<file path="config.mk">
export PLATFORM = sky130hd
export DESIGN_NAME = crcri_top
export DESIGN_NICKNAME = d
export VERILOG_FILES = /design/src/rtl/crcri_pkg.sv /design/src/rtl/crcri_fifo.sv /design/src/rtl/crcri_top.sv
export SDC_FILE = /design/constraint.sdc
export NUM_CORES = 1
export LEC_CHECK = 0
export BUFFER_PORTS_ARGS = -buffer_cell sky130_fd_sc_hd__buf_4
export CORE_ASPECT_RATIO = 0.8
export CORE_MARGIN = 4
export CORE_UTILIZATION = 60
export DETAILED_ROUTE_END_ITERATION = 8
export PLACE_DENSITY = 0.77
export SYNTH_ARGS = -nofsm -noshare
export SYNTH_HDL_FRONTEND = slang
export SYNTH_SLANG_ARGS = --single-unit
export TNS_END_PERCENT = 30
</file>
<file path="constraint.sdc">
create_clock -name clock -period 4.28 [get_ports clock]
set_clock_uncertainty 0.2 [all_clocks]
set_input_delay 0.214 -clock clock [delete_from_list [all_inputs] [get_ports clock]]
set_output_delay 0.214 -clock clock [all_outputs]
set_load 0.03 [all_outputs]
</file>
<file path="src/rtl/crcri_pkg.sv">
/*
 * Shared constants and types for the CRC register interface: register
 * addresses, control field positions, overlay codes, reset values, the
 * register bus request carrier and the engine state encoding.
 * Assumes a single clock domain and a master that never needs a wait state.
 */
// Contract
// The two-bit overlay select routes the shared address to result for 11 and 00, polynomial for 10 and shifter for 01.
// A shift-direction bit of 1 shifts right least significant bit first, 0 shifts left most significant bit first.
// The read-only full flag in bit 0 reads 1 while the data input holds unconsumed data and 0 once it moved into the shifter.
// The polynomial length minus one sits in bits 4:0 of the polynomial length control register.
// The data word length minus one sits in bits 4:0 of the word length control register.
// The data input is a readable and writable 32-bit value of four bytes, cleared to zero on reset.
// Result, shifter and feedback polynomial share one address and only the selected one is reachable.
// Busy reads 1 while shifting is in progress or pending and 0 only when all bits are in and the path is empty.
// A software or scanner write to the data input sets full, and the free shifter consumes it and clears full.
package crcri_pkg;

    // Register addresses on the plain register port.
    localparam logic [11:0] DATA_INPUT_ADDR     = 12'h034e;
    localparam logic [11:0] RESULT_OVERLAY_ADDR = 12'h0352;
    localparam logic [11:0] MAIN_CONTROL_ADDR   = 12'h0356;
    localparam logic [11:0] POLY_LEN_ADDR       = 12'h0357;
    localparam logic [11:0] WORD_LEN_ADDR       = 12'h0358;

    // Main control field positions, and the top bit of both length fields.
    localparam int ENABLE_BIT    = 7;
    localparam int GO_BIT        = 6;
    localparam int BUSY_BIT      = 5;
    localparam int ACCM_BIT      = 4;
    localparam int SETUP_HI_BIT  = 3;
    localparam int SETUP_LO_BIT  = 2;
    localparam int SHIFT_DIR_BIT = 1;
    localparam int FULL_BIT      = 0;
    localparam int LEN_HI_BIT    = 4;

    // Overlay select codes.
    localparam logic [1:0] OVL_RESULT_HI = 2'h3;
    localparam logic [1:0] OVL_POLY      = 2'h2;
    localparam logic [1:0] OVL_SHIFT     = 2'h1;
    localparam logic [1:0] OVL_RESULT_LO = 2'h0;

    // Reset values and sizes.
    localparam logic [31:0] WORD_RESET = 32'h0000_0000;
    localparam logic [4:0]  LEN_RESET  = 5'h00;
    localparam logic [31:0] ALL_ONES   = 32'hffff_ffff;
    localparam logic [4:0]  MAX_INDEX  = 5'h1f;
    localparam int          FIFO_DEPTH = 16;
    localparam int          WORD_WIDTH = 32;

    typedef struct packed {
        logic [11:0] addr;
        logic [31:0] wdata;
        logic        wr;
        logic        rd;
    } crcri_bus_req_type;

    typedef enum logic [1:0] {
        ST_IDLE  = 2'b01,
        ST_SHIFT = 2'b10
    } crcri_state_type;

    typedef struct packed {
        logic            enable;
        logic            go;
        logic            accm;
        logic [1:0]      setup;
        logic            shift_direction;
        logic            full;
        logic [4:0]      poly_length_minus_one;
        logic [4:0]      word_length_minus_one;
        logic [31:0]     data_input;
        logic [31:0]     crc_result;
        logic [31:0]     feedback_polynomial;
        logic [31:0]     shifter_view;
        logic [4:0]      bit_count;
        crcri_state_type state;
        logic [31:0]     rdata;
    } crcri_regs_type;

endpackage

</file>
<file path="src/rtl/crcri_fifo.sv">
/*
 * Synchronous FIFO with valid and ready on both sides.
 * Assumes both sides run on the same clock; full and empty are exact.
 */
`timescale 1ns/10ps
module crcri_fifo #(
    parameter int WIDTH = 32,
    parameter int DEPTH = 16
) (
    input  wire logic             clock,
    input  wire logic             arst_n,
    input  wire logic             in_valid,
    output logic                  in_ready,
    input  wire logic [WIDTH-1:0] in_data,
    output logic                  out_valid,
    input  wire logic             out_ready,
    output logic [WIDTH-1:0]      out_data
);

    localparam int PW = $clog2(DEPTH);

    typedef struct packed {
        logic [DEPTH-1:0][WIDTH-1:0] mem;
        logic [PW-1:0]               wr_ptr;
        logic [PW-1:0]               rd_ptr;
        logic [PW:0]                 count;
    } crcri_fifo_state_type;

    crcri_fifo_state_type r;
    crcri_fifo_state_type next_r;
    logic                 push;
    logic                 pop;

    // Handshakes come from the registered count, so a stalled drain stops the source only once DEPTH words are held.
    assign in_ready  = (r.count != (PW+1)'(DEPTH));
    assign out_valid = (r.count != '0);
    assign out_data  = r.mem[r.rd_ptr];
    assign push      = in_valid && in_ready;
    assign pop       = out_valid && out_ready;

    // Pointers wrap naturally; DEPTH is expected to be a power of two.
    always_comb begin
        next_r = r;
        if (push) begin
            next_r.mem[r.wr_ptr] = in_data;
            next_r.wr_ptr        = r.wr_ptr + 1'b1;
        end
        if (pop) begin
            next_r.rd_ptr = r.rd_ptr + 1'b1;
        end
        case ({push, pop})
            2'b10:   next_r.count = r.count + 1'b1;
            2'b01:   next_r.count = r.count - 1'b1;
            default: next_r.count = r.count;
        endcase
    end

    // State register.
    always_ff @(posedge clock or negedge arst_n) begin
        if (!arst_n) begin
            r <= '0;
        end else begin
            r <= next_r;
        end
    end

endmodule

</file>
<file path="src/rtl/crcri_top.sv">
/*
 * CRC register interface: control registers, data input with full flag,
 * overlaid result, shifter and feedback polynomial registers, and a bit
 * serial shifter that folds data words into the accumulator.
 * Assumes a register master on the same clock that issues one-cycle
 * strobes, and a scanner on the same clock that honours scan_ready.
 */
`timescale 1ns/10ps
module crcri_top (
    input  wire logic                        clock,
    input  wire logic                        arst_n,
    input  wire crcri_pkg::crcri_bus_req_type bus_req,
    output logic [31:0]                      rdata,
    input  wire logic                        scan_valid,
    output logic                             scan_ready,
    input  wire logic [31:0]                 scan_data,
    output logic                             busy,
    output logic                             data_full
);
    import crcri_pkg::*;

    crcri_regs_type r;
    crcri_regs_type next_r;
    logic           fifo_valid;
    logic           fifo_ready;
    logic [31:0]    fifo_data;
    logic           sw_data_wr;
    logic           consume;
    logic           in_bit;
    logic           top_bit;
    logic           feedback;
    logic [31:0]    poly_mask;
    logic [31:0]    crc_shifted;
    logic [7:0]     main_control_value;

    // Scanner words queue here so a burst does not stall on a busy shifter.
    crcri_fifo #(
        .WIDTH (WORD_WIDTH),
        .DEPTH (FIFO_DEPTH)
    ) u_fifo (
        .clock     (clock),
        .arst_n    (arst_n),
        .in_valid  (scan_valid),
        .in_ready  (scan_ready),
        .in_data   (scan_data),
        .out_valid (fifo_valid),
        .out_ready (fifo_ready),
        .out_data  (fifo_data)
    );

    // A software write to the data input takes priority over a queued word.
    assign sw_data_wr = bus_req.wr && (bus_req.addr == DATA_INPUT_ADDR);
    assign fifo_ready = !r.full && !sw_data_wr;

    // shifter takes word
    assign consume = (r.state == ST_IDLE) && r.full && r.enable && r.go;

    // busy covers pending
    assign busy      = r.full || (r.state == ST_SHIFT);
    assign data_full = r.full;
    assign rdata     = r.rdata;

    // Mask of the active polynomial bits; length field is length minus one.
    assign poly_mask = ALL_ONES >> (MAX_INDEX - r.poly_length_minus_one);

    // direction picks bits
    always_comb begin
        if (r.shift_direction) begin
            in_bit  = r.shifter_view[0];
            top_bit = r.crc_result[0];
        end else begin
            in_bit  = r.shifter_view[r.word_length_minus_one];
            top_bit = r.crc_result[r.poly_length_minus_one];
        end
        feedback = (r.accm ? 1'b0 : in_bit) ^ top_bit;
        if (r.shift_direction) begin
            crc_shifted = r.crc_result >> 1;
        end else begin
            crc_shifted = (r.crc_result << 1) & poly_mask;
        end
        if (r.accm) begin
            crc_shifted[0] = r.shift_direction ? crc_shifted[0] : in_bit;
        end
    end

    // Main control image; busy and full are read-only status bits.
    always_comb begin
        main_control_value                = 8'h00;
        main_control_value[ENABLE_BIT]    = r.enable;
        main_control_value[GO_BIT]        = r.go;
        main_control_value[BUSY_BIT]      = busy;
        main_control_value[ACCM_BIT]      = r.accm;
        main_control_value[SETUP_HI_BIT]  = r.setup[1];
        main_control_value[SETUP_LO_BIT]  = r.setup[0];
        main_control_value[SHIFT_DIR_BIT] = r.shift_direction;
        // full flag readback
        main_control_value[FULL_BIT]      = r.full;
    end

    // Next-state logic: shifting, consumption, queue drain, register access.
    always_comb begin
        next_r       = r;
        next_r.rdata = WORD_RESET;

        // One bit per clock enters the accumulator while shifting.
        case (r.state)
            ST_IDLE: begin
                next_r.state = ST_IDLE;
            end
            ST_SHIFT: begin
                next_r.crc_result = crc_shifted ^
                    (feedback ? (r.feedback_polynomial & poly_mask) : WORD_RESET);
                if (r.shift_direction) begin
                    next_r.shifter_view = r.shifter_view >> 1;
                end else begin
                    next_r.shifter_view = r.shifter_view << 1;
                end
                next_r.bit_count = r.bit_count - 1'b1;
                if (r.bit_count == LEN_RESET) begin
                    next_r.state = ST_IDLE;
                end
            end
            default: begin
                next_r.state = ST_IDLE;
            end
        endcase

        // consume clears full
        if (consume) begin
            next_r.shifter_view = r.data_input;
            next_r.bit_count    = r.word_length_minus_one;
            next_r.state        = ST_SHIFT;
            next_r.full         = 1'b0;
        end

        // scanner fills input
        if (fifo_valid && fifo_ready) begin
            next_r.data_input = fifo_data;
            next_r.full       = 1'b1;
        end

        // Register writes.
        if (bus_req.wr) begin
            case (bus_req.addr)
                DATA_INPUT_ADDR: begin
                    // full word write
                    next_r.data_input = bus_req.wdata;
                    // write sets full
                    next_r.full       = 1'b1;
                end
                RESULT_OVERLAY_ADDR: begin
                    // overlay write routing
                    case (r.setup)
                        OVL_RESULT_HI: next_r.crc_result = bus_req.wdata;
                        OVL_POLY:      next_r.feedback_polynomial = bus_req.wdata;
                        OVL_SHIFT:     next_r.shifter_view = bus_req.wdata;
                        OVL_RESULT_LO: next_r.crc_result = bus_req.wdata;
                        default:       next_r.crc_result = bus_req.wdata;
                    endcase
                end
                MAIN_CONTROL_ADDR: begin
                    next_r.enable          = bus_req.wdata[ENABLE_BIT];
                    next_r.go              = bus_req.wdata[GO_BIT];
                    next_r.accm            = bus_req.wdata[ACCM_BIT];
                    next_r.setup           = bus_req.wdata[SETUP_HI_BIT:SETUP_LO_BIT];
                    next_r.shift_direction = bus_req.wdata[SHIFT_DIR_BIT];
                end
                POLY_LEN_ADDR: begin
                    // poly length field
                    next_r.poly_length_minus_one = bus_req.wdata[LEN_HI_BIT:0];
                end
                WORD_LEN_ADDR: begin
                    // word length field
                    next_r.word_length_minus_one = bus_req.wdata[LEN_HI_BIT:0];
                end
                default: begin
                    next_r.rdata = WORD_RESET;
                end
            endcase
        end

        // Clearing enable stops the shifter and drops the start request.
        if (!next_r.enable) begin
            next_r.go    = 1'b0;
            next_r.state = ST_IDLE;
        end

        // Reads answer on the next cycle only; unmapped addresses read zero.
        if (bus_req.rd) begin
            case (bus_req.addr)
                DATA_INPUT_ADDR: begin
                    // data readback
                    next_r.rdata = r.data_input;
                end
                RESULT_OVERLAY_ADDR: begin
                    // one view reachable
                    case (r.setup)
                        OVL_RESULT_HI: next_r.rdata = r.crc_result;
                        OVL_POLY:      next_r.rdata = r.feedback_polynomial;
                        OVL_SHIFT:     next_r.rdata = r.shifter_view;
                        OVL_RESULT_LO: next_r.rdata = r.crc_result;
                        default:       next_r.rdata = r.crc_result;
                    endcase
                end
                MAIN_CONTROL_ADDR: next_r.rdata = {24'h00_0000, main_control_value};
                POLY_LEN_ADDR:     next_r.rdata = {27'h000_0000, r.poly_length_minus_one};
                WORD_LEN_ADDR:     next_r.rdata = {27'h000_0000, r.word_length_minus_one};
                default:           next_r.rdata = WORD_RESET;
            endcase
        end
    end

    // State register; every control field has a defined reset value.
    always_ff @(posedge clock or negedge arst_n) begin
        if (!arst_n) begin
            r                       <= '0;
            r.data_input            <= WORD_RESET;
            r.poly_length_minus_one <= LEN_RESET;
            r.word_length_minus_one <= LEN_RESET;
            r.state                 <= ST_IDLE;
        end else begin
            r <= next_r;
        end
    end

endmodule

</file>
Word level (Yosys, flattened, before mapping)
Cells that the tools add are included.

Register bits after elaboration: 709. Bits in latches: 0. RAM bits: 0. ROM bits: 0. Memories: 0.

$add $sub $neg: 6. Multipliers: 0. Div/mod/pow operators: 0. Magnitude comparators: 5. Equal/unequal tests: 16. Shifts and indexed selects: 1. Muxes and demuxes: 41. Bitwise logic cells: 4. Reductions and logical operators: 22.

Operators by type and width (number): bitwise mux 512 bit (1); two-way mux 32 bit (12); case mux 32 bit (5 select lines) (1); two-way mux 145 bit (1); binary-select mux 32 bit (select 4 bit) (1); demux 32 bit (select 4 bit) (1); two-way mux 96 bit (1); case mux 32 bit (3 select lines) (1); bitwise AND 32 bit (2); == test 12 x 10 -> 1 bit, second input constant (5); two-way mux 39 bit (1); two-way mux 37 bit (1); >> shifter 32 x 5 -> 32 bit, first input constant (1); XOR 32 bit (1); < comparator 5 x 6 -> 1 bit, second input constant (2); two-way mux 1 bit (11); binary-select mux 1 bit (select 5 bit) (2); < comparator 4 x 5 -> 1 bit, second input constant (2); two-way mux 5 bit (2); case mux 5 bit (2 select lines) (1); subtractor 5 x 1 -> 5 bit, second input constant (2); adder 4 x 1 -> 4 bit, second input constant (2); == test 2 bit, second input constant (4); logical AND 1 bit (8); 20 further kinds (29).

Longest topological paths before layout
Gate-level depths: netlist of run 1.

Depth in word-level cells: 13. Gate-level depth with buffers: 17. Mapped depth without buffers: 15.

Hierarchy
A second synthesis of run 1 with hierarchy kept.

Cells, all modules: 2955. Area, all modules: 36222.2 um2.

Modules (own cells, without submodules): crcri_fifo (times used 1, cells each 1602, area each 24334.6 um2); crcri_top (times used 1, cells each 1353, area each 11887.7 um2).

Worst setup path before layout of run 1
OpenSTA, ideal clock, no wires.

Path type: input-to-reg. Start point: in bus_req[34] in the netlist's numbering. End point: reg u_fifo.r[4] in the netlist's numbering. Setup time: 123 ps. Arrival time: 3103 ps. Slack: 855 ps. Stages: 17. Path buffers: 3. Path through: buf_2 -> nor4_1 -> nand2_1 -> nor3_2 -> nand2_1 -> and2_0 -> clkbuf_1 -> ha_1 -> clkbuf_1 -> xor2_1 -> ha_1 -> o21ai_0 -> a21oi_1 -> a21oi_1 -> xor2_1 -> nor2_1 -> xnor2_1.

Word-level cells in the longest chain between the ends: 7. Elaborated cells on any way between the ends: 9.

RTL lines: start: declaration (RTL line crcri_top.sv:12) `input wire crcri_pkg::crcri_bus_req_type bus_req,`; == test 12 x 10 -> 1 bit (*) (RTL line crcri_top.sv:52) `assign sw_data_wr = bus_req.wr && (bus_req.addr == DATA_INPUT_ADDR);`; logical AND 1 bit (*) (RTL line crcri_top.sv:52); logical NOT 1 bit (*) (RTL line crcri_top.sv:53) `assign fifo_ready = !r.full && !sw_data_wr;`; logical AND 1 bit (*) (RTL line crcri_top.sv:53); logical AND 1 bit (*) (RTL line crcri_fifo.sv:39) `assign pop = out_valid && out_ready;`; == test 2 x 1 -> 1 bit or == test 2 bit (tied branches) (RTL line crcri_fifo.sv:51) `case ({push, pop})`; case mux 5 bit (2 select lines) or nonzero test 2 bit (tied branches); end signal: assignment (RTL line crcri_fifo.sv:63) `r <= next_r;`; end: declaration (RTL line crcri_fifo.sv:29) `crcri_fifo_state_type r;`.

Mark *: on every way between the ends. The rest lies on a longest branch, timed or not. A chain may end at the register's enable or synchronous reset.

==> impl_metrics.json, run 1 <==
{
  "wire_per_inst_um": 26.8,
  "max_clock_freq_ghz": 0.263,
  "drt_iter0_markers": 2751,
  "p_sw_frac": 0.267,
  "worst_r2r_endpoint": "r[124]$_DFF_PN0_",
  "worst-path-max-fanout": 23,
  "syn_area_per_cell_um2": 13.1,
  "grtUsageTotal": 0.311,
  "timing.max_cap.violations": 0,
  "clk_pin_slew_worst_paths_ns": 0.06,
  "start_util": 0.609,
  "seq_area_frac_synth": 0.498,
  "synth-edff-count": 0,
  "layout_min_cycle_time_ns": 3.80,
  "timing.final.setup_violations": 0,
  "area_growth_pct": 12.6,
  "timing.critical_path.to_type": "register",
  "min_delay_path_depth": 5,
  "clockRootBuffer": "clkbuf_16",
  "cts_sinks": 709,
  "die_area_mm2": 0.0633,
  "asyncSetResetFlopFracSynth": 1.00,
  "drc_errors": 0,
  "unrepaired_setup_endpoints_after_global_routing": "false",
  "grt_pass1_vias": 25438,
  "leakagePower_uw": 0.0170,
  "cp_data_arrival_time_ns": 4.09,
  "min_path_type": "input port to register",
  "wirelength_um": 96700,
  "finalNetCount": 2876,
  "timing.slew.headroom": 0.295,
  "power.density_cell_area_mw_per_mm2": 541,
  "whs_endpoint": "rdata[0]$_DFF_PN0_",
  "comb_power_share": 0.234,
  "cts_repair_resize_count": 0,
  "cp_data_required_time_ns": 4.57,
  "synth_flop_cell": "dfrtp_1",
  "grt_start_max_net_pins": 118,
  "die-width_um": 280,
  "cts_made_buffers": 71,
  "initial_antenna_violation_count": 3,
  "postSynthCellCount": 2719,
  "drt_pre_antenna_iters": 6,
  "h-tree-depth": 3,
  "die_height_um": 226,
  "reg2reg_start": "r[173]$_DFFE_PN0P_",
  "worstMarginPinSlew_ns": 1.06,
  "clk-insertion-delay-late_ns": 0.62,
  "rows": 79,
  "share_clk_of_total_power": 0.292,
  "route.vias.total": 24480,
  "core_area_mm2": 0.0584,
  "power.internal_uw": 15900,
  "outcome": "complete, no violations",
  "tritoncts": "done",
  "critical_path_class": "register to register",
  "via_per_inst": 6.80,
  "yosysUniqueCellTypes": 87,
  "timing_max_transition_violations_final": 0,
  "worstRegToRegCells": 8,
  "port_buffers": 115,
  "drt.antenna.violating_nets": 0,
  "mostFrequentLayoutCell": "dfrtp_1",
  "hold_path_startpoint": "bus_req[34]",
  "postSynthNetCount": 2813,
  "final_design_area_no_fill_mm2": 0.0401,
  "final-hold-violation-count": 0,
  "dp_hpwl_um": 61900,
  "seq_power_share": 0.473,
  "placed_area_mm2": 0.0370,
  "synth_warnings": 0,
  "commonest_cells_after_routing_fill_and_taps_aside": "dfrtp_1 (703), mux2_2 (562), buf_4 (178), mux4_2 (171), nor2_1 (135)",
  "critical_path.startpoint_type": "register",
  "synth-seq-cells": 709,
  "io_pins": 116,
  "power.net_switching_uw": 5790,
  "place_congestion": 0.951,
  "place_ws_ns": 0.589,
  "grt_first_pass_wirelength_um": 152000,
  "reg2reg_setup_slack_ns": 0.48,
  "layout_worst_path_cycle_share": 0.887,
  "tns_ns": 0,
  "timing.final.ws_setup_ns": 0.483,
  "peakVddDrop_mv": 0.398,
  "syn_std_cell_area_mm2": 0.0356,
  "layout-drive-gt1-share": 0.384,
  "max-clock-path-buffers": 3,
  "overflow": 0
}
synthesized netlist by cell type, types with 13 or more instances:
cell | instances | area share
a21oi_1 | 100 | 0.014
a221oi_1 | 38 | 0.0094
a22oi_1 | 60 | 0.013
a31oi_1 | 25 | 0.0044
and3_1 | 16 | 0.0028
buf_1 | 38 | 0.0040
buf_2 | 39 | 0.0055
buf_4 | 37 | 0.0078
clkbuf_1 | 151 | 0.016
dfrtp_1 | 708 | 0.50
ha_1 | 13 | 0.0046
inv_1 | 25 | 0.0026
mux2_2 | 562 | 0.18
mux2i_1 | 82 | 0.023
mux4_2 | 171 | 0.11
nand2_1 | 99 | 0.010
nand3_1 | 64 | 0.0090
nand4_1 | 27 | 0.0047
nor2_1 | 136 | 0.014
nor2b_1 | 44 | 0.0077
nor3_1 | 25 | 0.0035
o21ai_0 | 58 | 0.0082
how the worst max path moves through the flow:
| stage | startpoint | end | slack, ns | cells after the start |
|---|---|---|---|---|
| 4_1_cts | r[173]$_DFFE_PN0P_ | r[124]$_DFF_PN0_ | 0.59 | 8 |
| 3_5_place_dp | r[173]$_DFFE_PN0P_ | r[124]$_DFF_PN0_ | 0.59 | 8 |
| 6_report | r[173]$_DFFE_PN0P_ | r[124]$_DFF_PN0_ | 0.48 | 8 |
| 5_1_grt | r[173]$_DFFE_PN0P_ | r[104]$_DFF_PN0_ | 0.37 | 9 |
| 2_1_floorplan | bus_req[34] | u_fifo.r[4]$_DFFE_PN0P_ | 0.85 | 17 |
| 3_3_place_gp | bus_req[44] | u_fifo.r[4]$_DFFE_PN0P_ | 0.65 | 16 |
sequential cells by signal, indices dropped and copies added (netlist names):
signal / count
r: 145
u_fifo.r: 525
data_full: 1
rdata: 32
main_control_value: 6
power by group through the flow:
| stage | Combinational (uW) | Sequential [uW] | Clock [uW] |
|---|---|---|---|
| after global placement | 4740 | 10000 | 0 |
| after detailed placement | 5020 | 10300 | 0 |
| final | 5090 | 10300 | 6340 |
| after global routing | 5460 | 10500 | 6710 |
| after CTS | 5110 | 10200 | 6430 |
| after floorplan | 3820 | 9800 | 0 |
metal layers:
metal | part of all wire | global-route usage | vias up
li1 | - | - | 10256
met1 | 0.41 | 0.430 | 12852
met2 | 0.48 | 0.502 | 1156
met3 | 0.081 | 0.0661 | 212
met4 | 0.028 | 0.0954 | 4
met5 | 0.00021 | 0 | -
cells by family (layout without fill, tap and decap cells):
| group | after synthesis | count (layout) | share of synthesized area |
|---|---|---|---|
| AO/OA/AOI/OAI | 356 | 356 | 0.0671 |
| XOR/XNOR | 16 | 16 | 0.00394 |
| adder cells (fa/ha/maj) | 13 | 13 | 0.00457 |
| buffers and inverters | 301 | 413 | 0.0401 |
| flip-flops | 709 | 709 | 0.498 |
| multiplexers | 818 | 818 | 0.311 |
| other | 0 | 2 | 0 |
| AND/OR/NAND/NOR | 506 | 506 | 0.0747 |
worst max-delay path, cell delays in order, from the launching register on:
cell	delay (ns)
dfrtp_1	0.98
mux4_2	0.62
a22oi_1	0.23
and3_4	0.27
nor3_4	0.06
mux2i_2	0.41
and2_1	0.43
a31oi_1	0.16
o31a_1	0.30
layout make-up:
class	instances	area, um^2
Multi-Input combinational cell	1709	16500
Fill cell	3893	18300
Clock buffer	109	2100
Inverter	25	93.8
Sequential cell	709	17800
Clock inverter	13	248
Antenna cell	2	5.00
Timing Repair Buffer	266	2390
Tap cell	769	962
stage by stage:
step / hold slack (ns) / cells / util / total power, uW
after floorplan: -0.282 / 2719 / - / 13600
after CTS: 0.0235 / 3600 / 0.686 / 21800
final: 0.0477 / 3602 / 0.686 / 21700
after detailed placement: 0.199 / 3408 / 0.634 / 15300
after global routing: 0.0476 / 3600 / 0.686 / 22600
after global placement: 0.176 / 3408 / 0.634 / 14800
timing repair:
item,CTS,global route
setup buffers,0,0
endpoints found under the hold margin,792,0
hold buffers,70,0
Note: power is estimated with default switching activity, not from simulation.
==> run 2: changes to the inputs <==
BUFFER_PORTS_ARGS = unset   (was -buffer_cell sky130_fd_sc_hd__buf_4)
DONT_BUFFER_PORTS = 1   (was unset)
PLACE_DENSITY = 0.76   (was 0.77)
SKIP_CTS_REPAIR_TIMING = 1   (was unset)
==> impl_metrics.json, run 2 (synthesized netlist as in run 1, its figures left out) <==
{
  "finalNetCount": 2764,
  "failed_checks": "hold timing, slew limit",
  "wirelength_um": 95700,
  "largest_register_ff_count": 525,
  "port_buffers": 0,
  "timing.critical_path.to_type": "register",
  "timing.final.setup_violations": 0,
  "cp_data_required_time_ns": 4.58,
  "die_area_mm2": 0.0633,
  "start_util": 0.609,
  "via_per_inst": 6.89,
  "clockRootBuffer": "clkbuf_16",
  "peakVddDrop_mv": 0.383,
  "max_clock_freq_ghz": 0.256,
  "grtUsageTotal": 0.302,
  "place_congestion": 0.936,
  "regMostFlops": "u_fifo.r",
  "min_path_type": "input port to async pin",
  "critical_path_class": "register to register",
  "design_power_total_uw": 21700,
  "core_area_mm2": 0.0584,
  "layout-drive-gt1-share": 0.361,
  "tns_ns": 0,
  "timing.max_cap.violations": 0,
  "max_stage_delay_ns": 0.99,
  "h-tree-depth": 3,
  "timing_max_transition_violations_final": 610,
  "seq_power_share": 0.471,
  "timing.slew.headroom": -1.03,
  "initial_antenna_violation_count": 8,
  "tritoncts": "done",
  "drt.antenna.violating_nets": 0,
  "mostFrequentLayoutCell": "dfrtp_1",
  "area_growth_pct": 10.6,
  "route.vias.total": 24155,
  "power.net_switching_uw": 5750,
  "power.density_cell_area_mw_per_mm2": 552,
  "clk-insertion-delay-late_ns": 0.63,
  "drt_iter0_markers": 2855,
  "cts_sinks": 709,
  "clk_pin_slew_worst_paths_ns": 0.06,
  "die_height_um": 226,
  "final-hold-violation-count": 708,
  "comb_power_share": 0.223,
  "max-clock-path-buffers": 3,
  "reg2reg_start": "r[173]$_DFFE_PN0P_",
  "holdWs_ns": -0.892,
  "worst-path-max-fanout": 23,
  "drt_pre_antenna_iters": 6,
  "overflow": 0,
  "wire_per_inst_um": 27.3,
  "share_clk_of_total_power": 0.305,
  "cpMaxStageDelayCell": "dfrtp_1",
  "p_sw_frac": 0.264,
  "worstSetupStartpoint": "r[173]$_DFFE_PN0P_",
  "layout_worst_path_cycle_share": 0.912,
  "dp_hpwl_um": 59500,
  "unrepaired_setup_endpoints_after_global_routing": "false",
  "rows": 79,
  "power.internal_uw": 16000,
  "grt_start_max_net_pins": 710,
  "critical_path.startpoint_type": "register",
  "die-width_um": 280,
  "leakagePower_uw": 0.0165,
  "drc_errors": 0,
  "io_pins": 116,
  "commonest_cells_after_routing_fill_and_taps_aside": "dfrtp_1 (703), mux2_2 (562), mux4_2 (171), nor2_1 (135), a21oi_1 (99)",
  "layout_min_cycle_time_ns": 3.90,
  "outcome": "finished, violations left",
  "grt_first_pass_wirelength_um": 148000,
  "cp_data_arrival_time_ns": 4.20,
  "worstMarginPinSlew_ns": 3.04,
  "cts_made_buffers": 72,
  "grt_pass1_vias": 24343,
  "path_cells": "mux4_2 -> a22oi_1 -> and3_4 -> nor3_4 -> mux2i_2 -> and2_1 -> a31oi_1 -> o31a_1"
}
## run 2: cell types whose count changed in the layout (fill, tap and decap cells not counted), sizes merged, moves of 5 or more
cell,change
diode,+5
buf,-119
dlygate4sd3,+6
clkinv,+6
## run 2: power groups by stage
| stage | combinational, uW | sequential (uW) | clock, uW |
|---|---|---|---|
| floorplan | 3820 | 9800 | 0 |
| global placement | 4450 | 10000 | 0 |
| detailed placement | 4700 | 10300 | 0 |
| CTS | 4720 | 10200 | 6740 |
| global route | 5200 | 10400 | 7030 |
| finish | 4860 | 10200 | 6640 |
## run 2: worst paths after layout
check / to / slack [ns] / depth (start not counted)
hold reg to reg: u_fifo.r[366]$_DFFE_PN0P_ / 0.30 / 1
setup / recovery: r[124]$_DFF_PN0_ / 0.38 / 8
hold / removal: r[112]$_DFF_PN0_ / -0.89 / 0
min in group clock: r[110]$_DFF_PN0_ / 0.01 / 3
max in group asynchronous: main_control_value[1]$_DFFE_PN0P_ / 1.99 / 0
setup reg to reg: r[124]$_DFF_PN0_ / 0.38 / 8
## run 2: metrics by stage
stage | worst slack (ns) | instance area [um^2] | util | cells | hold slack, ns
6_report | 0.378 | 39400 | 0.674 | 3505 | -0.892
5_1_grt | 0.290 | 39400 | 0.674 | 3501 | -0.930
4_1_cts | 0.497 | 38600 | 0.660 | 3421 | -0.919
3_5_place_dp | 0.514 | 36000 | 0.617 | 3288 | -0.253
3_3_place_gp | 0.555 | 36000 | 0.617 | 3288 | -0.258
2_1_floorplan | 0.855 | 35600 | - | 2719 | -0.282
## run 2: critical path: cells and delay by family, from the launching register on
family	cells	cell delay [ns]
compound gates	3	0.67
flops	1	0.99
mux	2	1.18
simple gates	3	0.74
## run 2: layer usage
layer	part of all wire	up-vias	global-route usage	wire length, um
met3	0.080	227	0.0602	7620
met2	0.48	1175	0.488	45500
met1	0.42	12691	0.423	39900
met4	0.027	6	0.0902	2580
met5	0.00040	-	0	38
li1	-	10056	-	-
## run 2: final cells by class
type	instances	area, um^2
tap	769	962
multi-input combinational	1709	16500
sequential	709	17800
clock buffer	111	2190
antenna	7	17.5
timing repair buffer	153	1480
clock inverter	22	342
inverter	25	93.8
fill	3953	19100
